File: config.mk
export PLATFORM = sky130hd
export DESIGN_NAME = srl_dev_flat
export DESIGN_NICKNAME = d
export VERILOG_FILES = /design/src/inc/srl_pkg.sv /design/src/inc/srl_if.sv /design/src/hw/srl_dev.sv /design/src/flat_wrapper.sv
export SDC_FILE = /design/constraint.sdc
export NUM_CORES = 1
export LEC_CHECK = 0
export BUFFER_PORTS_ARGS = -buffer_cell sky130_fd_sc_hd__buf_4
export CAP_MARGIN = 25
export CORE_ASPECT_RATIO = 0.75
export CORE_MARGIN = 2
export CORE_UTILIZATION = 65
export DETAILED_ROUTE_END_ITERATION = 16
export PLACE_DENSITY_LB_ADDON = 0.08
export SLEW_MARGIN = 10
export SYNTH_ARGS = -nofsm -noshare
export SYNTH_HDL_FRONTEND = slang
export SYNTH_SLANG_ARGS = --single-unit
File: constraint.sdc
create_clock -name clk -period 8.6 [get_ports clk]
set_input_delay 1.29 -clock clk [delete_from_list [all_inputs] [get_ports clk]]
set_output_delay 1.29 -clock clk [all_outputs]
set_load 0.05 [all_outputs]
File: src/inc/srl_pkg.sv
// srl_pkg: shared constants for the serial ram loader link, both ends
// assumes: one 100 MHz clock for both ends; uart framing modelled as byte strobes
package srl_pkg;
   // protocol bytes
   localparam logic [7:0] MATCH_BYTE    = 8'h5a;
   localparam logic [7:0] OP_RAM_LOAD   = 8'h60;
   localparam logic [7:0] ERR_BAUD      = 8'h62;
   localparam logic [7:0] ERR_OPCMD     = 8'h63;
   localparam logic [7:0] ERR_FRAME_A1  = 8'ha1;
   localparam logic [7:0] ERR_FRAME_A3  = 8'ha3;
   localparam logic [7:0] START_MARK    = 8'h3a;
   localparam logic [7:0] BLANK_FILL    = 8'hff;
   localparam logic [7:0] BAUD_9600     = 8'h28;
   // record types
   localparam logic [7:0] REC_DATA      = 8'h00;
   localparam logic [7:0] REC_END       = 8'h01;
   // memory map
   localparam int         ADDR_W        = 16;
   localparam int         RAM_W         = 10;
   localparam int         RAM_DEPTH     = 1024;
   localparam int         PW_MAX        = 16;
   localparam logic [15:0] BLANK_LO     = 16'hffe0;
   localparam logic [15:0] BLANK_HI     = 16'hffff;
   // controller idle cycles after the last address byte; covers the 32-cycle blank scan
   localparam logic [15:0] SCAN_WAIT    = 16'h0028;
   // repeated error code count
   localparam logic [1:0] ERR_REPEAT    = 2'h3;
   // uart bit rates and the clock
   localparam int         CLK_HZ        = 100000000;
   localparam int         INIT_BPS      = 9600;
   localparam int         INIT_DIV      = CLK_HZ / INIT_BPS;
   localparam logic [15:0] INIT_DIV_W   = 16'(INIT_DIV);
endpackage : srl_pkg

File: src/inc/srl_if.sv
// srl_if: byte-level link between external controller and the loader device
// assumes: byte strobes stand for uart frames at the current bit rate
`timescale 1ns/1ps
interface srl_if;
   logic       h2d_valid;   // controller byte strobe
   logic [7:0] h2d_data;
   logic       h2d_err;     // framing or parity fault on that byte
   logic       d2h_valid;   // device byte strobe
   logic [7:0] d2h_data;
   logic       d2h_busy;    // device transmitter busy
   logic [15:0] baud_div;   // device current bit divider, for the controller
   modport dev  (input h2d_valid, h2d_data, h2d_err,
                 output d2h_valid, d2h_data, d2h_busy, baud_div);
   modport ctrl (output h2d_valid, h2d_data, h2d_err,
                 input d2h_valid, d2h_data, d2h_busy, baud_div);
endinterface : srl_if

File: src/hw/srl_dev.sv
// srl_dev: loader device end; accepts a ram image over the byte link and runs it
// assumes: link bytes arrive one at a time as strobes; rom and security are inputs
// Behaviour
// echo 5AH on match, silent otherwise
// echo baud code, else error thrice, halt
// echo 60H, else 63H thrice, halt; a receive fault on the command byte sends A3H thrice instead
// count address bytes get no reply
// compare address bytes get no reply
// receive error in password phase halts
// blank top area skips password compare
// password mismatch halts until pin reset
// security enabled halts the session
// controller never sends lone end record
// discard bytes until start mark
// parse length, address, type, data, checksum
// no echo during record phase
// record phase error halts silently
// checksum only after clean end record
// controller waits for checksum reply
// send checksum upper then lower byte
// controller judges load by checksum
// jump to first data record address
// controller resends match byte until echoed
// new baud only after echo sent
`timescale 1ns/1ps
module srl_dev (
   // clock and reset
   input  wire logic        clk,
   input  wire logic        resetn,
   // link
   srl_if.dev               lnk,
   // device side
   input  wire logic        secure_en,
   input  wire logic [7:0]  rom_byte,
   output logic [15:0]      rom_addr,
   output logic             halted,
   output logic             run_go,
   output logic [15:0]      run_addr,
   output logic [15:0]      image_checksum_word
);
   typedef enum logic [11:0] {
      S_MATCH = 12'h001, S_BAUD = 12'h002, S_CMD = 12'h004, S_PADR = 12'h008,
      S_BLANK = 12'h010, S_PCNT = 12'h020, S_PW   = 12'h040, S_HUNT = 12'h080,
      S_REC   = 12'h100, S_SUMH = 12'h200, S_ERR  = 12'h400, S_HALT = 12'h800
   } srl_state_t;
   srl_state_t  st_r, st_nxt;
   logic [7:0]  ram [0:srl_pkg::RAM_DEPTH-1];   // loaded image
   logic [2:0]  idx_r, idx_nxt;
   logic [15:0] pcnt_adr_r, pcnt_adr_nxt, pcmp_adr_r, pcmp_adr_nxt;
   logic [7:0]  pw_n_r, pw_n_nxt;
   logic [15:0] rom_addr_r, rom_addr_nxt;
   logic [7:0]  reclen_r, reclen_nxt, rtype_r, rtype_nxt, rsum_r, rsum_nxt;
   logic [15:0] radr_r, radr_nxt, sum_r, sum_nxt, first_r, first_nxt;
   logic        have_first_r, have_first_nxt, blank_r, blank_nxt;
   logic [7:0]  tx_r, tx_nxt;
   logic        txv_r, txv_nxt, go_r, go_nxt;
   logic [1:0]  ecnt_r, ecnt_nxt;
   logic [7:0]  err_code_r, err_code_nxt;
   logic [15:0] div_r, div_nxt;
   logic [15:0] pend_div_r, pend_div_nxt;
   logic        pend_r, pend_nxt;
   logic        halted_r, halted_nxt;
   logic        we;
   logic [7:0]  b;

   assign b  = lnk.h2d_data;
   assign we = (st_r == S_REC) && lnk.h2d_valid && !lnk.h2d_err && idx_r == 3'h4
               && rtype_r == srl_pkg::REC_DATA;

   // image store: written only from data record bytes
   always_ff @(posedge clk) begin
      if (we) begin
         ram[radr_r[srl_pkg::RAM_W-1:0]] <= b;
      end
   end

   // protocol sequencer next state
   always_comb begin
      st_nxt = st_r; idx_nxt = idx_r; pcnt_adr_nxt = pcnt_adr_r;
      pcmp_adr_nxt = pcmp_adr_r; pw_n_nxt = pw_n_r; rom_addr_nxt = rom_addr_r;
      reclen_nxt = reclen_r; rtype_nxt = rtype_r; rsum_nxt = rsum_r;
      radr_nxt = radr_r; sum_nxt = sum_r; first_nxt = first_r;
      have_first_nxt = have_first_r; blank_nxt = blank_r; tx_nxt = tx_r;
      txv_nxt = 1'b0; go_nxt = go_r; ecnt_nxt = ecnt_r; err_code_nxt = err_code_r;
      div_nxt = div_r; pend_div_nxt = pend_div_r; pend_nxt = pend_r;
      // baud switch waits for the echo to leave the transmitter
      if (pend_r && !txv_r) begin
         div_nxt = pend_div_r;
         pend_nxt = 1'b0;
      end
      case (st_r)
         S_MATCH: begin
            if (lnk.h2d_valid && !lnk.h2d_err && b == srl_pkg::MATCH_BYTE) begin
               tx_nxt = srl_pkg::MATCH_BYTE; txv_nxt = 1'b1; st_nxt = S_BAUD;
            end
         end
         S_BAUD: begin
            if (lnk.h2d_valid) begin
               if (lnk.h2d_err) begin
                  err_code_nxt = srl_pkg::ERR_FRAME_A1; st_nxt = S_ERR;
               end else if (b == srl_pkg::BAUD_9600) begin
                  tx_nxt = b; txv_nxt = 1'b1; st_nxt = S_CMD;
                  pend_nxt = 1'b1; pend_div_nxt = srl_pkg::INIT_DIV_W;
               end else begin
                  err_code_nxt = srl_pkg::ERR_BAUD; st_nxt = S_ERR;
               end
            end
         end
         S_CMD: begin
            if (lnk.h2d_valid) begin
               if (lnk.h2d_err) begin
                  err_code_nxt = srl_pkg::ERR_FRAME_A3; st_nxt = S_ERR;
               end else if (b == srl_pkg::OP_RAM_LOAD) begin
                  tx_nxt = b; txv_nxt = 1'b1; idx_nxt = 3'h0; st_nxt = S_PADR;
               end else begin
                  err_code_nxt = srl_pkg::ERR_OPCMD; st_nxt = S_ERR;
               end
            end
         end
         S_PADR: begin
            // four address bytes, none answered
            if (lnk.h2d_valid) begin
               if (lnk.h2d_err) st_nxt = S_HALT;
               else begin
                  case (idx_r)
                     3'h0: pcnt_adr_nxt[15:8] = b;
                     3'h1: pcnt_adr_nxt[7:0]  = b;
                     3'h2: pcmp_adr_nxt[15:8] = b;
                     default: pcmp_adr_nxt[7:0] = b;
                  endcase
                  idx_nxt = idx_r + 3'h1;
                  if (idx_r == 3'h3) begin
                     st_nxt = secure_en ? S_HALT : S_BLANK;
                     rom_addr_nxt = srl_pkg::BLANK_LO; blank_nxt = 1'b1;
                  end
               end
            end
         end
         S_BLANK: begin
            // scan the top area, one byte per cycle
            if (rom_byte != srl_pkg::BLANK_FILL) blank_nxt = 1'b0;
            if (rom_addr_r == srl_pkg::BLANK_HI) begin
               if (blank_nxt) st_nxt = S_HUNT;
               else begin
                  rom_addr_nxt = pcnt_adr_r; st_nxt = S_PCNT;
               end
            end else rom_addr_nxt = rom_addr_r + 16'h0001;
         end
         S_PCNT: begin
            pw_n_nxt = rom_byte; rom_addr_nxt = pcmp_adr_r;
            st_nxt = (rom_byte == 8'h00 || rom_byte > 8'(srl_pkg::PW_MAX)) ? S_HALT : S_PW;
         end
         S_PW: begin
            if (lnk.h2d_valid) begin
               if (lnk.h2d_err || b != rom_byte) st_nxt = S_HALT;
               else begin
                  rom_addr_nxt = rom_addr_r + 16'h0001;
                  pw_n_nxt = pw_n_r - 8'h01;
                  if (pw_n_r == 8'h01) st_nxt = S_HUNT;
               end
            end
         end
         S_HUNT: begin
            if (lnk.h2d_valid && !lnk.h2d_err && b == srl_pkg::START_MARK) begin
               idx_nxt = 3'h0; rsum_nxt = 8'h00; st_nxt = S_REC;
            end
         end
         S_REC: begin
            // idx: 0 len, 1 adr hi, 2 adr lo, 3 type, 4 data, 5 checksum
            if (lnk.h2d_valid) begin
               rsum_nxt = rsum_r + b;
               if (lnk.h2d_err) st_nxt = S_HALT;
               else case (idx_r)
                  3'h0: begin reclen_nxt = b; idx_nxt = 3'h1; end
                  3'h1: begin radr_nxt[15:8] = b; idx_nxt = 3'h2; end
                  3'h2: begin radr_nxt[7:0] = b; idx_nxt = 3'h3; end
                  3'h3: begin
                     rtype_nxt = b;
                     if (b != srl_pkg::REC_DATA && b != srl_pkg::REC_END) st_nxt = S_HALT;
                     else idx_nxt = (reclen_r == 8'h00) ? 3'h5 : 3'h4;
                     if (b == srl_pkg::REC_DATA && !have_first_r) begin
                        first_nxt = radr_r; have_first_nxt = 1'b1;
                     end
                  end
                  3'h4: begin
                     sum_nxt = sum_r + {8'h00, b};
                     radr_nxt = radr_r + 16'h0001;
                     reclen_nxt = reclen_r - 8'h01;
                     if (reclen_r == 8'h01) idx_nxt = 3'h5;
                  end
                  default: begin
                     if (rsum_nxt != 8'h00) st_nxt = S_HALT;
                     else if (rtype_r == srl_pkg::REC_END) begin
                        tx_nxt = sum_r[15:8]; txv_nxt = 1'b1; st_nxt = S_SUMH;
                     end else st_nxt = S_HUNT;
                  end
               endcase
            end
         end
         S_SUMH: begin
            if (!txv_r && !lnk.d2h_busy) begin
               tx_nxt = sum_r[7:0]; txv_nxt = 1'b1; go_nxt = 1'b1; st_nxt = S_HALT;
            end
         end
         S_ERR: begin
            // error code sent three times, then silence
            if (!txv_r && !lnk.d2h_busy) begin
               if (ecnt_r == srl_pkg::ERR_REPEAT) st_nxt = S_HALT;
               else begin
                  tx_nxt = err_code_r; txv_nxt = 1'b1; ecnt_nxt = ecnt_r + 2'h1;
               end
            end
         end
         default: ; // halt: only resetn leaves it // R8
      endcase
      // halt flag taken from a flop, same timing as the state it mirrors
      halted_nxt = (st_nxt == S_HALT) && !go_nxt;
   end

   // sequencer registers
   always_ff @(posedge clk) begin
      if (!resetn) begin
         st_r <= S_MATCH; idx_r <= 3'h0; pcnt_adr_r <= 16'h0000; pcmp_adr_r <= 16'h0000;
         pw_n_r <= 8'h00; rom_addr_r <= 16'h0000; reclen_r <= 8'h00; rtype_r <= 8'h00;
         rsum_r <= 8'h00; radr_r <= 16'h0000; sum_r <= 16'h0000; first_r <= 16'h0000;
         have_first_r <= 1'b0; blank_r <= 1'b0; tx_r <= 8'h00; txv_r <= 1'b0;
         go_r <= 1'b0; ecnt_r <= 2'h0; err_code_r <= 8'h00;
         div_r <= srl_pkg::INIT_DIV_W; pend_div_r <= 16'h0000; pend_r <= 1'b0;
         halted_r <= 1'b0;
      end else begin
         st_r <= st_nxt; idx_r <= idx_nxt; pcnt_adr_r <= pcnt_adr_nxt;
         pcmp_adr_r <= pcmp_adr_nxt; pw_n_r <= pw_n_nxt; rom_addr_r <= rom_addr_nxt;
         reclen_r <= reclen_nxt; rtype_r <= rtype_nxt; rsum_r <= rsum_nxt;
         radr_r <= radr_nxt; sum_r <= sum_nxt; first_r <= first_nxt;
         have_first_r <= have_first_nxt; blank_r <= blank_nxt; tx_r <= tx_nxt;
         txv_r <= txv_nxt; go_r <= go_nxt; ecnt_r <= ecnt_nxt;
         err_code_r <= err_code_nxt; div_r <= div_nxt;
         pend_div_r <= pend_div_nxt; pend_r <= pend_nxt;
         halted_r <= halted_nxt;
      end
   end

   assign lnk.d2h_valid = txv_r;
   assign lnk.d2h_data  = tx_r;
   assign lnk.d2h_busy  = txv_r;
   assign lnk.baud_div  = div_r;
   assign rom_addr      = rom_addr_r;
   assign halted        = halted_r;
   assign run_go        = go_r;
   assign run_addr      = first_r;
   assign image_checksum_word = sum_r;
endmodule // srl_dev

File: src/flat_wrapper.sv
// flat-port wrapper written by rule: the top's interface ports become plain ports
module srl_dev_flat 
  (clk, resetn, secure_en, rom_byte, rom_addr, halted, run_go, run_addr, image_checksum_word, lnk_h2d_valid, lnk_h2d_data, lnk_h2d_err, lnk_d2h_valid, lnk_d2h_data, lnk_d2h_busy, lnk_baud_div);
  srl_if lnk_i ();
  input  wire logic clk;
  input  wire logic resetn;
  input  wire logic secure_en;
  input  wire logic [7:0] rom_byte;
  output logic [15:0] rom_addr;
  output logic halted;
  output logic run_go;
  output logic [15:0] run_addr;
  output logic [15:0] image_checksum_word;
  input wire logic [$bits(lnk_i.h2d_valid)-1:0] lnk_h2d_valid;
  input wire logic [$bits(lnk_i.h2d_data)-1:0] lnk_h2d_data;
  input wire logic [$bits(lnk_i.h2d_err)-1:0] lnk_h2d_err;
  output wire logic [$bits(lnk_i.d2h_valid)-1:0] lnk_d2h_valid;
  output wire logic [$bits(lnk_i.d2h_data)-1:0] lnk_d2h_data;
  output wire logic [$bits(lnk_i.d2h_busy)-1:0] lnk_d2h_busy;
  output wire logic [$bits(lnk_i.baud_div)-1:0] lnk_baud_div;
  assign lnk_i.h2d_valid = lnk_h2d_valid;
  assign lnk_i.h2d_data = lnk_h2d_data;
  assign lnk_i.h2d_err = lnk_h2d_err;
  assign lnk_d2h_valid = lnk_i.d2h_valid;
  assign lnk_d2h_data = lnk_i.d2h_data;
  assign lnk_d2h_busy = lnk_i.d2h_busy;
  assign lnk_baud_div = lnk_i.baud_div;
  srl_dev u_core (.clk(clk), .resetn(resetn), .lnk(lnk_i), .secure_en(secure_en), .rom_byte(rom_byte), .rom_addr(rom_addr), .halted(halted), .run_go(run_go), .run_addr(run_addr), .image_checksum_word(image_checksum_word));
endmodule
Word-level counts from Yosys, hierarchy flattened
Index checks and enable logic that the tools add are counted.

word-level totals
  register bits = 169
  input bits = 21
  output and inout bits = 76
  logic and storage cells = 255

operators by class
  add/sub/neg operators = 8
  magnitude comparators = 1
  equality and inequality tests = 55
  muxes and demuxes = 110
  bitwise operators = 4
  reductions and logical operators = 51

operator list
  kind                     count
  $mux W12                 22
  $mux W8                  26
  $pmux W12 S11            1
  $mux W16                 7
  $pmux W8 S2              6
  $pmux W16 S4             1
  $pmux W8 S6              1
  $reduce_and A4 Y1        11
  $add A16 B1 Y16 const B  2
  $ne A2 B2 Y1 const B     16
  $mux W3                  10
  $mux W1                  28
  $eq A8 B1 Y1 const B     3
  $logic_not A8 Y1         3
  $pmux W12 S2             1
  $mux W11                 2
  $add A16 B8 Y16          1
  $eq A16 B16 Y1 const B   1
  $eq A8 B6 Y1 const B     2
  $eq A8 B7 Y1 const B     2
  $reduce_and A16 Y1       1
  $reduce_bool A8 Y1       2
  $sub A8 B1 Y8 const B    2
  $ne A3 B3 Y1 const B     5
  other kinds (45)         73

Logic depth before layout (Yosys ltp)
Gate-level depths: netlist of run 1.

  depth in word-level cells = 9
  mapped depth = 12
  gate-level depth less buffers = 11

Worst setup path before layout of run 1
OpenSTA, ideal clock, no wires.

  path kind = input-to-reg
  from = input port lnk_h2d_data[1]
  to = register u_core.halted_r, in the netlist u_core.halted
  setup time = 88 ps
  arrival = 3750 ps
  required time = 8512 ps
  path slack = 4762 ps
  stages = 11
  path buffers = 1
  cells stage by stage = clkbuf_1 inv_1 fa_1 nand2b_1 a2111oi_0 a311o_1 a21o_1 nor2_1 a311o_1 a21bo_2 nor4_2

on the way
  word-level cells in the longest chain between the ends = 9
  elaborated cells between the ends (all ways) = 31
  those cells by class = add/sub (1); eq/ne (7); mux (16); reduce/logical (7)

ends and longest elaborated chain
  element                                                    RTL line                        text
  start, declared                                            flat_wrapper.sv:15              input wire logic [$bits(lnk_i.h2d_data)-1:0] lnk_h2d_data;
  $add A8 B8 Y8 (tied with other cells)                      srl_dev.sv:171                  rsum_nxt = rsum_r + b;
  $reduce_bool A8 Y1 or $logic_and A1 B1 Y1 (tied branches)  srl_dev.sv:192, srl_dev.sv:179
  $mux W12 (on tied branches)                                srl_dev.sv:192, srl_dev.sv:179
  $pmux W12 S2                                               srl_dev.sv:173                  else case (idx_r)
  $mux W12                                                   srl_dev.sv:172                  if (lnk.h2d_err) st_nxt = S_HALT;
  $mux W12                                                   srl_dev.sv:170                  if (lnk.h2d_valid) begin
  $pmux W12 S11 (*)                                          srl_dev.sv:91                   case (st_r)
  $eq A12 B12 Y1 (*)                                         srl_dev.sv:217                  halted_nxt = (st_nxt == S_HALT) && !go_nxt;
  $logic_and A1 B1 Y1 (*)                                    srl_dev.sv:217
  end signal, assigned                                       srl_dev.sv:239                  halted_r <= halted_nxt;
  end, declared                                              srl_dev.sv:62                   logic halted_r, halted_nxt;

Mark *: on every way between the ends. The rest lies on a longest branch, timed or not.
A chain may end at the register's enable or synchronous reset.

Final worst setup path of run 1
  from = input port lnk_h2d_data[0]
  to = register u_core.tx_r[2], in the netlist u_core.lnk.d2h_data[2]

on the way
  word-level cells in the longest chain between the ends = 4
  elaborated cells between the ends (all ways) = 11
  those cells by class = add/sub (1); eq/ne (7); reduce/logical (3)

ends and longest elaborated chain
  element                                                        RTL line                       text
  $add A8 B8 Y8 or $eq A8 B7 Y1 (tied branches)                  srl_dev.sv:171, srl_dev.sv:93
  $reduce_bool A8 Y1 or $logic_and A1 B1 Y1 (tied branches)      srl_dev.sv:192, srl_dev.sv:93
  $ne A2 B2 Y1 (no source line) or $ne A2 B1 Y1 (tied branches)  -
  $reduce_and A16 Y1 (no source line) (*)                        -
  end signal, assigned                                           srl_dev.sv:235                 have_first_r <= have_first_nxt; blank_r <= blank_nxt; tx_r <= tx_nxt;
  end, declared                                                  srl_dev.sv:55                  logic [7:0] tx_r, tx_nxt;

Marks and branches as above.

==> results of run 1 <==
[registers in the layout, indices dropped and copies added (netlist names)]
register and cells:
u_core.image_checksum_word 16, u_core.pcmp_adr_r 16, u_core.pcnt_adr_r 16, u_core.radr_r 16, u_core.rom_addr 16, u_core.run_addr 16, u_core.st_r 12, u_core.lnk.d2h_data 8
u_core.pw_n_r 8, u_core.reclen_r 8, u_core.rsum_r 8, u_core.rtype_r 8, u_core.err_code_r 5, u_core.idx_r 3, u_core.ecnt_r 2, u_core.blank_r 1
u_core.halted 1, u_core.have_first_r 1, u_core.lnk.baud_div 1, u_core.lnk.d2h_busy 1, u_core.pend_div_r 1, u_core.pend_r 1, u_core.run_go 1
[layer usage]
metal / global-route usage / up-vias
met5: 0 / -
met4: 0.0838 / 0
met3: 0.0701 / 28
met2: 0.499 / 439
met1: 0.490 / 4503
li1: - / 4490
[cell families after synthesis]
| family | share of synthesized area |
|---|---|
| AOI/OAI and AO/OA | 0.234 |
| DFF | 0.329 |
| muxes | 0.0317 |
| and+or+nand+nor | 0.282 |
| other | 0.000371 |
| xor gates and xnor gates | 0.0278 |
| adders and majority gates | 0.0374 |
| buffers and inverters | 0.0570 |
[cell usage after synthesis (all sizes together), types with 18 or more instances]
| cell | n |
|---|---|
| nor2b | 78 |
| xnor2 | 21 |
| nor3 | 28 |
| a21oi | 60 |
| a22oi | 29 |
| nor2 | 76 |
| dfxtp | 166 |
| and2 | 34 |
| and3 | 18 |
| o21ai | 82 |
| inv | 27 |
| nor4 | 21 |
| nand2 | 146 |
| mux2i | 32 |
| nand3 | 27 |
| buf | 41 |
| a21boi | 48 |
| ha | 27 |
| clkbuf | 56 |
[where the power goes]
part	internal, W	leakage, nW	switching [W]	total [W]
registers	0.000772	1.34	0.00000450	0.000776
logic	0.0000445	2.47	0.0000925	0.000137
clock network	0.000504	0.313	0.000348	0.000852
total	0.00132	4.12	0.000445	0.00177
[stage by stage]
step / instances / hold slack, ps / instance area [um2] / worst slack, ps / util
2_1_floorplan: 1247 / 436 / 10100 / 4760 / -
3_3_place_gp: 1447 / 440 / 10600 / 4440 / 0.697
3_5_place_dp: 1447 / 445 / 10600 / 4370 / 0.697
4_1_cts: 1479 / 454 / 11300 / 4810 / 0.739
5_1_grt: 1481 / 476 / 11300 / 4550 / 0.741
6_report: 1481 / 450 / 11300 / 4740 / 0.741
[how the worst max path moves through the flow]
stage / from / endpoint
4_1_cts: lnk_h2d_data[0] / u_core.lnk.d2h_data[2]
3_3_place_gp: lnk_h2d_data[0] / u_core.lnk.d2h_data[2]
5_1_grt: lnk_h2d_data[0] / u_core.lnk.d2h_data[1]
3_5_place_dp: lnk_h2d_data[0] / u_core.lnk.d2h_data[2]
2_1_floorplan: lnk_h2d_data[1] / u_core.halted
6_report: lnk_h2d_data[0] / u_core.lnk.d2h_data[2]
[tightest hold or removal path, cell delays in order (launching register included)]
cell and delay (ps):
dfxtp_1 310, nand2_1 50, a21boi_1 50
[cell type report]
class / instances / area [um2] / share of cell area
Inverter: 27 / 101 / 0.00899
Timing Repair Buffer: 94 / 707 / 0.0627
Sequential cell: 166 / 3320 / 0.295
Tap cell: 205 / 256 / 0.0227
Clock buffer: 18 / 439 / 0.0390
Clock inverter: 14 / 213 / 0.0189
Multi-Input combinational cell: 957 / 6230 / 0.553
==> flow_metrics.tcl, run 1 <==
set metrics [dict create \
    fin_crit_ps 3860 \
    cpPeakStageDelay_ps 420 \
    yosysWarnings 0 \
    syn_area_per_cell_um2 8.16 \
    cts_tree "built" \
    slowest_stage "fa_1" \
    routed-wl-met3_um 2500 \
    setup_tns_ps 0 \
    hp-class "flop to flop" \
    routedLengthMet1_um 12500 \
    grt_pass1_wl_um 44800 \
    grt-ovfl-total 0 \
    grt_max_degree 94 \
    io_pins 97 \
    fp.dieH_um 112 \
    yosys-top-cells-area "dfxtp_1, nand2_1, nor2b_1" \
    wl_um 27400 \
    leakagePower_nw 4.12 \
    power_density_nw_per_um2 157 \
    crit_cells 12 \
    cts_root_buffer "clkbuf_16" \
    max_clock_freq_mhz 259 \
    numCtsBuffers 17 \
    post_cts.repair.setup_buffers 0 \
    grt_pass1_vias 8516 \
    grt.total_usage 0.333 \
    worst_pin_slew_ps 987 \
    yosysTopAreaCellShare 0.329 \
    maxSlewViolCount 0 \
    fin_total_pwr_w 0.00177 \
    r2r-start "u_core.st_r[3]" \
    status "completed" \
    cts.htree.levels 4 \
    required_ps 8930 \
    synth_area_leader_cell "dfxtp_1" \
    crit_chain "buf_4, ha_1, inv_1, fa_1, nand2b_1, a21o_1, a311o_1, a21o_1, nor3_1, o21ai_2, and2_0, o21a_1" \
    core_um2 15200 \
    yosysSeqAreaShare 0.329 \
    ant_nets 0 \
    cp_num_buf_inv 2 \
    top_layer "met4" \
    clockBufferDepth 2 \
    cts_resized 0 \
    cts_hold_buf 0 \
    die_width_um 148 \
    drtIter0Drc 960 \
    nNetsFinal 1313 \
    r2r_end "u_core.lnk.d2h_data[2]" \
    hold_viol 0 \
    drv_cap 0 \
    wire_per_inst_um 18.5 \
    synth-seq-cells 166 \
    area_growth_pct 11.7 \
    clk-insertion-delay-late_ps 430 \
    row_count 39 \
    most-common-layout-cells "dfxtp_1, nand2_1, buf_4, nor2b_1, o21ai_0" \
    cp-start-kind "input pin" \
    fin_crit_sh 0.448 \
    hold-path-cell-count 2 \
    gp_congestion 0.950 \
    ir_drop_uv 144 \
    arrival_ps 4180 \
    avgViaCountPerCell 6.39 \
    cp_max_fo 17 \
    cp-end-kind "flop" \
    antenna_found_initial 0 \
    netlist_instances 1237 \
    yosysUniqueCellTypes 90 \
    dpl.hpwl_um 18400 \
    drcViolationCount 0 \
    synthesis.area_um2 10100 \
    path_common_cell "a21o_1" \
    holdPathEnd "u_core.run_addr[15]" \
    drive_above_1_share 0.129 \
    clk_pin_slew_worst_paths_ps 70 \
    nFillCells 1195 \
    dr.pass1.iters 6 \
    route.met2.wl_um 12100 \
    rsz0062_at_grt "no" \
    synth_ff_type "dfxtp_1" \
    critPathTopFamily "compound AO/OA/AOI/OAI gates" \
    slew_headroom 0.339 \
    synth_edf_count 0 \
    n_antenna_cell 0 \
    hp-start "u_core.run_addr[15]" \
    initial_core_util 0.663 \
    layout_commonest_cell "dfxtp_1" \
    via_count 9460 \
    die-area_um2 16600 \
    portBuffers 85 \
    crit_type "input pin to flop" \
    setup_viol 0 \
    r2r_slack_ps 5130 \
    async_flop_share 0 \
    cts_sinks 166 \
    skew_ps 8.63 \
    r2r_cells 8 \
]
No activity file was read; power rests on OpenSTA's default activity.
==> inputs of run 2 (changes only) <==
CORE_UTILIZATION = 60   (was 65)
clock period = 3.7 ns   (was 8.6 ns; I/O delays follow)
==> run 2 against run 1 <==
  * Critical path depth decreased by 4
  * Non-clock buffer count increased by 15
  * Final cell count increased by 1.7%
  * First-iteration DRC count increased by 7.5%
  * Sequential power increased by 130%
  * Sequential share of layout area decreased by 0.16 points
  * Worst hold slack got worse by 32 ps
  * Global-route usage decreased by 2.7 points
  * Flip-flop and latch count unchanged
  * Total power increased by 120%
  * Largest power group is now sequential cells
==> flow_metrics.tcl, run 2 (same netlist as run 1, synthesis figures left out) <==
set metrics [dict create \
    row_count 41 \
    ant_nets 0 \
    die-area_um2 17900 \
    regArea_um2 3320 \
    nNetsFinal 1328 \
    ir_drop_uv 276 \
    n_antenna_cell 0 \
    most-common-layout-cells "dfxtp_1, nand2_1, buf_4, nor2b_1, o21ai_0" \
    fin_crit_ps 3200 \
    cts_resized 0 \
    power_density_nw_per_um2 341 \
    portBuffers 85 \
    nFillCells 1416 \
    grt.total_usage 0.305 \
    grt_pass1_vias 8148 \
    utilization 0.682 \
    clk_pin_slew_worst_paths_ps 70 \
    cts_root_buffer "clkbuf_16" \
    dpl.hpwl_um 19000 \
    clockBufferDepth 2 \
    crit_chain "inv_1, ha_1, nor3_1, nand4_1, nor3_1, o21ai_2, a31o_2, a21boi_0" \
    fin_total_pwr_w 0.00387 \
    cp_num_buf_inv 1 \
    critPathTopFamily "simple AND/OR/NAND/NOR gates" \
    clk-insertion-delay-late_ps 440 \
    maxSlewViolCount 0 \
    required_ps 4060 \
    slew_headroom 0.352 \
    drtIter0Drc 1032 \
    grt_pass1_wl_um 43700 \
    cp-start-kind "flop" \
    grt-ovfl-total 0 \
    hp-class "input pin to flop" \
    io_pins 97 \
    status "completed" \
    fin_crit_sh 0.864 \
    initial_core_util 0.607 \
    cts_sinks 166 \
    slowest_stage "dfxtp_1" \
    multi_input_area_um2 6230 \
    rsz0062_at_grt "no" \
    drcViolationCount 0 \
    numCtsBuffers 17 \
    leakagePower_nw 4.17 \
    via_count 9468 \
    cp_max_fo 17 \
    path_common_cell "nor3_1" \
    fp.dieH_um 116 \
    cts_tree "built" \
    fin_area_um2 11300 \
    setup_viol 0 \
    skew_ps 9.33 \
    gp_congestion 0.924 \
    post_cts.repair.setup_buffers 0 \
    cts.htree.levels 4 \
    dr.pass1.iters 5 \
    arrival_ps 3560 \
    cts_hold_buf 0 \
    max_clock_freq_mhz 313 \
    drive_above_1_share 0.138 \
    setup_tns_ps 0 \
    wire_per_inst_um 18.2 \
    cp-end-kind "flop" \
    grt_max_degree 86 \
    placed_area_um2 10800 \
    worst_pin_slew_ps 968 \
    antenna_found_initial 0 \
    die_width_um 154 \
    hold_viol 0 \
    cpPeakStageDelay_ps 600 \
    drv_cap 0 \
    area_growth_pct 12.3 \
    wl_um 27400 \
    core_um2 16600 \
    avgViaCountPerCell 6.29 \
    layout_commonest_cell "dfxtp_1" \
    crit_type "flop to flop" \
]
## run 2: cell types whose count changed in the layout (fill, tap and decap cells not counted), sizes merged
cell	change
buf	+15
bufinv	-4
clkinv	+4
clkinvlp	-1
inv	+1
## run 2: worst reg2reg max path: cells and delay by family (launching register included)
family	cells	cell delay, ps
AO/OA/AOI/OAI	3	770
flip-flops	1	600
buffers and inverters	1	250
AND/OR/NAND/NOR	3	1080
adder cells (fa/ha/maj)	1	410
## run 2: report_power, final
part	leakage [nW]	total (W)	switching (W)	internal [W]
Sequential	1.34	0.00180	0.0000101	0.00179
Combinational	2.55	0.000331	0.000221	0.000110
Clock	0.277	0.00174	0.000844	0.000891
## run 2: cell type report
class,count,area share
inverter,27,0.00894
timing repair buffer,109,0.0744
sequential,166,0.293
clock inverter,14,0.0120
clock buffer,18,0.0379
multi-input combinational,957,0.550
tap,215,0.0237
## run 2: layer usage
| metal | GRT usage | vias to the layer above | share of wire | routed length, um |
|---|---|---|---|---|
| met2 | 0.447 | 418 | 0.42 | 11400 |
| met3 | 0.0586 | 57 | 0.084 | 2300 |
| met1 | 0.456 | 4460 | 0.48 | 13000 |
| li1 | - | 4533 | - | - |
| met5 | 0 | - | 0 | 0 |
| met4 | 0.0924 | 0 | 0.023 | 628 |
## run 2: worst paths after layout
kind | startpoint | cells past startpoint | endpoint | slack [ps]
worst max register to register | u_core.idx_r[2] | 8 | u_core.lnk.d2h_data[1] | 500
worst min-delay path | rom_byte[0] | 3 | u_core.pw_n_r[0] | 420
worst max-delay path | u_core.idx_r[2] | 8 | u_core.lnk.d2h_data[1] | 500
worst min register to register | u_core.run_addr[7] | 2 | u_core.run_addr[7] | 450
## run 2: through the flow
| stage | worst slack, ps | hold WS [ps] | cells |
|---|---|---|---|
| 2_1_floorplan | 597 | 436 | 1247 |
| 3_3_place_gp | 307 | 441 | 1473 |
| 3_5_place_dp | 199 | 446 | 1473 |
| 4_1_cts | 633 | 407 | 1505 |
| 5_1_grt | 376 | 422 | 1506 |
| 6_report | 504 | 418 | 1506 |
==> inputs of run 3 (changes only) <==
ABC_AREA = 1   (was unset)
==> run 3 against run 2 <==
  * Via count grew 6.0%
  * Synthesized cell count up 17%
  * Sequential share of layout area up 0.87 points
  * Combinational power grew 74%
  * Design area fell by 2.9%
  * Critical endpoint is now u_core.radr_r[0]
  * Highest routed layer unchanged
==> flow_metrics.tcl, run 3 <==
set metrics [dict create \
    status "completed" \
    cts_tree "built" \
    synth_edf_count 0 \
    grt_max_degree 68 \
    clk-insertion-delay-late_ps 450 \
    instances_no_fill 1736 \
    die_width_um 152 \
    fin_crit_ps 2690 \
    hold-path-cell-count 3 \
    r2r_end "u_core.radr_r[0]" \
    slowest_stage "inv_1" \
    clk_pin_slew_worst_paths_ps 60 \
    layout_commonest_cell "nand2_1" \
    path_common_cell "inv_1" \
    avgViaCountPerCell 5.78 \
    grt_pass1_vias 8776 \
    holdPathEnd "u_core.pw_n_r[4]" \
    grt_pass1_wl_um 45400 \
    synthTopCellsByCount "nand2_1, inv_1, dfxtp_1, nor2_1, o21ai_0" \
    yosysTopAreaCellShare 0.339 \
    grt.total_usage 0.334 \
    ant_nets 0 \
    synth_ff_type "dfxtp_1" \
    maxSlewViolCount 0 \
    cp_max_fo 24 \
    dpl.hpwl_um 20400 \
    clockBufferDepth 2 \
    wl_um 28700 \
    initial_core_util 0.612 \
    gp_congestion 0.927 \
    grt-ovfl-total 0 \
    n_antenna_cell 0 \
    yosys-top-cells-area "dfxtp_1, nand2_1, o21ai_0" \
    cts_sinks 166 \
    most-common-layout-cells "nand2_1, inv_1, dfxtp_1, nor2_1, o21ai_0" \
    io_pins 97 \
    hold_viol 0 \
    power_density_nw_per_um2 377 \
    synth_area_leader_cell "dfxtp_1" \
    r2r_slack_ps 1010 \
    fp.dieH_um 115 \
    cp-end-kind "flop" \
    cp-start-kind "flop" \
    synthesis.area_um2 9800 \
    cpPeakStageDelay_ps 550 \
    cts_root_buffer "clkbuf_16" \
    yosysWarnings 0 \
    yosysSeqAreaShare 0.339 \
    dp_cells 1704 \
    area_growth_pct 12.3 \
    required_ps 4060 \
    fin_crit_sh 0.726 \
    setup_tns_ps 0 \
    fin_area_um2 11000 \
    yosysMostFrequentCell "nand2_1" \
    dr.pass1.iters 5 \
    async_flop_share 0 \
    placed_area_um2 10400 \
    netlist_instances 1451 \
    drcViolationCount 0 \
    cts_resized 0 \
    post_cts.repair.setup_buffers 0 \
    hold_ws_ps 430 \
    rsz0062_at_grt "no" \
    die-area_um2 17400 \
    yosysUniqueCellTypes 52 \
    max_clock_freq_mhz 372 \
    cts.htree.levels 4 \
    arrival_ps 3050 \
    via_count 10000 \
    syn_area_per_cell_um2 6.76 \
    hp-class "input pin to flop" \
    skew_ps 11.4 \
    slew_headroom 0.452 \
    drtIter0Drc 1063 \
    r2r-start "u_core.idx_r[1]" \
    cp_num_buf_inv 3 \
    wire_per_inst_um 16.5 \
    portBuffers 85 \
    synth-seq-cells 166 \
    drive_above_1_share 0.123 \
    critPathTopFamily "buffers and inverters" \
    cts_hold_buf 0 \
    nNetsFinal 1563 \
    ir_drop_uv 266 \
    crit_type "flop to flop" \
    setup_viol 0 \
    numCtsBuffers 17 \
    r2r_cells 9 \
    drv_cap 0 \
    crit_chain "inv_1, ha_1, nand2_1, buf_4, inv_1, nor2_1, nor3_2, o21ai_0, a31oi_1" \
    core_um2 16000 \
    worst_pin_slew_ps 818 \
    row_count 40 \
    hp-start "rom_byte[4]" \
    antenna_found_initial 0 \
    leakagePower_nw 4.80 \
]
==> run 3: changes by cell type after synthesis, moves of 33 or more <==
cell	delta
clkbuf_1	-33
nor2_1	+81
nand3_1	+39
inv_1	+156
and2_1	-33
a21oi_1	+85
o21ai_0	+75
nand2_1	+115
nor2b_1	-78
==> run 3: worst max-delay path by stage <==
stage | slack [ps] | to | cells past startpoint | startpoint
floorplan | 1140 | u_core.lnk.d2h_data[6] | 15 | lnk_h2d_data[1]
global placement | 820 | u_core.lnk.d2h_data[5] | 16 | lnk_h2d_data[0]
detailed placement | 720 | u_core.lnk.d2h_data[6] | 16 | lnk_h2d_data[0]
CTS | 1070 | u_core.radr_r[0] | 9 | u_core.idx_r[1]
global route | 750 | u_core.radr_r[0] | 9 | u_core.idx_r[0]
finish | 1010 | u_core.radr_r[0] | 9 | u_core.idx_r[1]
==> run 3: cells by family (layout without fill, tap and decap cells) <==
family / count (synthesis) / in the layout / share of synthesized area
other: 1 / 11 / 0.000382
XOR/XNOR: 34 / 34 / 0.0304
AO/OA/AOI/OAI: 387 / 387 / 0.218
buffers and inverters: 258 / 323 / 0.112
adder cells (fa/ha/maj): 29 / 29 / 0.0385
AND/OR/NAND/NOR: 576 / 576 / 0.262
flip-flops: 166 / 166 / 0.339
==> run 3: metrics by stage <==
step,worst slack (ps),power (W),utilization
after global placement,818,0.00245,0.652
final,1010,0.00415,0.688
after CTS,1070,0.00415,0.688
after detailed placement,723,0.00245,0.652
after floorplan,1140,0.00230,-
after global routing,746,0.00429,0.688
==> run 3: area by class of cell <==
type / instances / area (um2)
clock buffer: 22 / 464
inverter: 200 / 757
clock inverter: 10 / 97.6
fill: 1423 / 5000
sequential: 166 / 3320
timing repair buffer: 91 / 683
multi-input combinational: 1037 / 5420
tap: 210 / 263
==> run 3: worst min-delay path, stage by stage <==
cell and delay (ps):
buf_4 120, a211oi_1 80, nor2_1 70
==> run 3: where the power goes <==
group	switching, W	total (W)	leakage [nW]	internal [W]
Combinational	0.000420	0.000576	3.20	0.000156
Sequential	0.0000263	0.00185	1.34	0.00182
Clock	0.000765	0.00173	0.267	0.000964
==> run 3: layer usage <==
metal	GRT usage	part of all wire	vias up
met3	0.0809	0.10	48
li1	-	-	4914
met5	0	0	-
met2	0.491	0.42	470
met1	0.488	0.46	4605
met4	0.0907	0.018	0
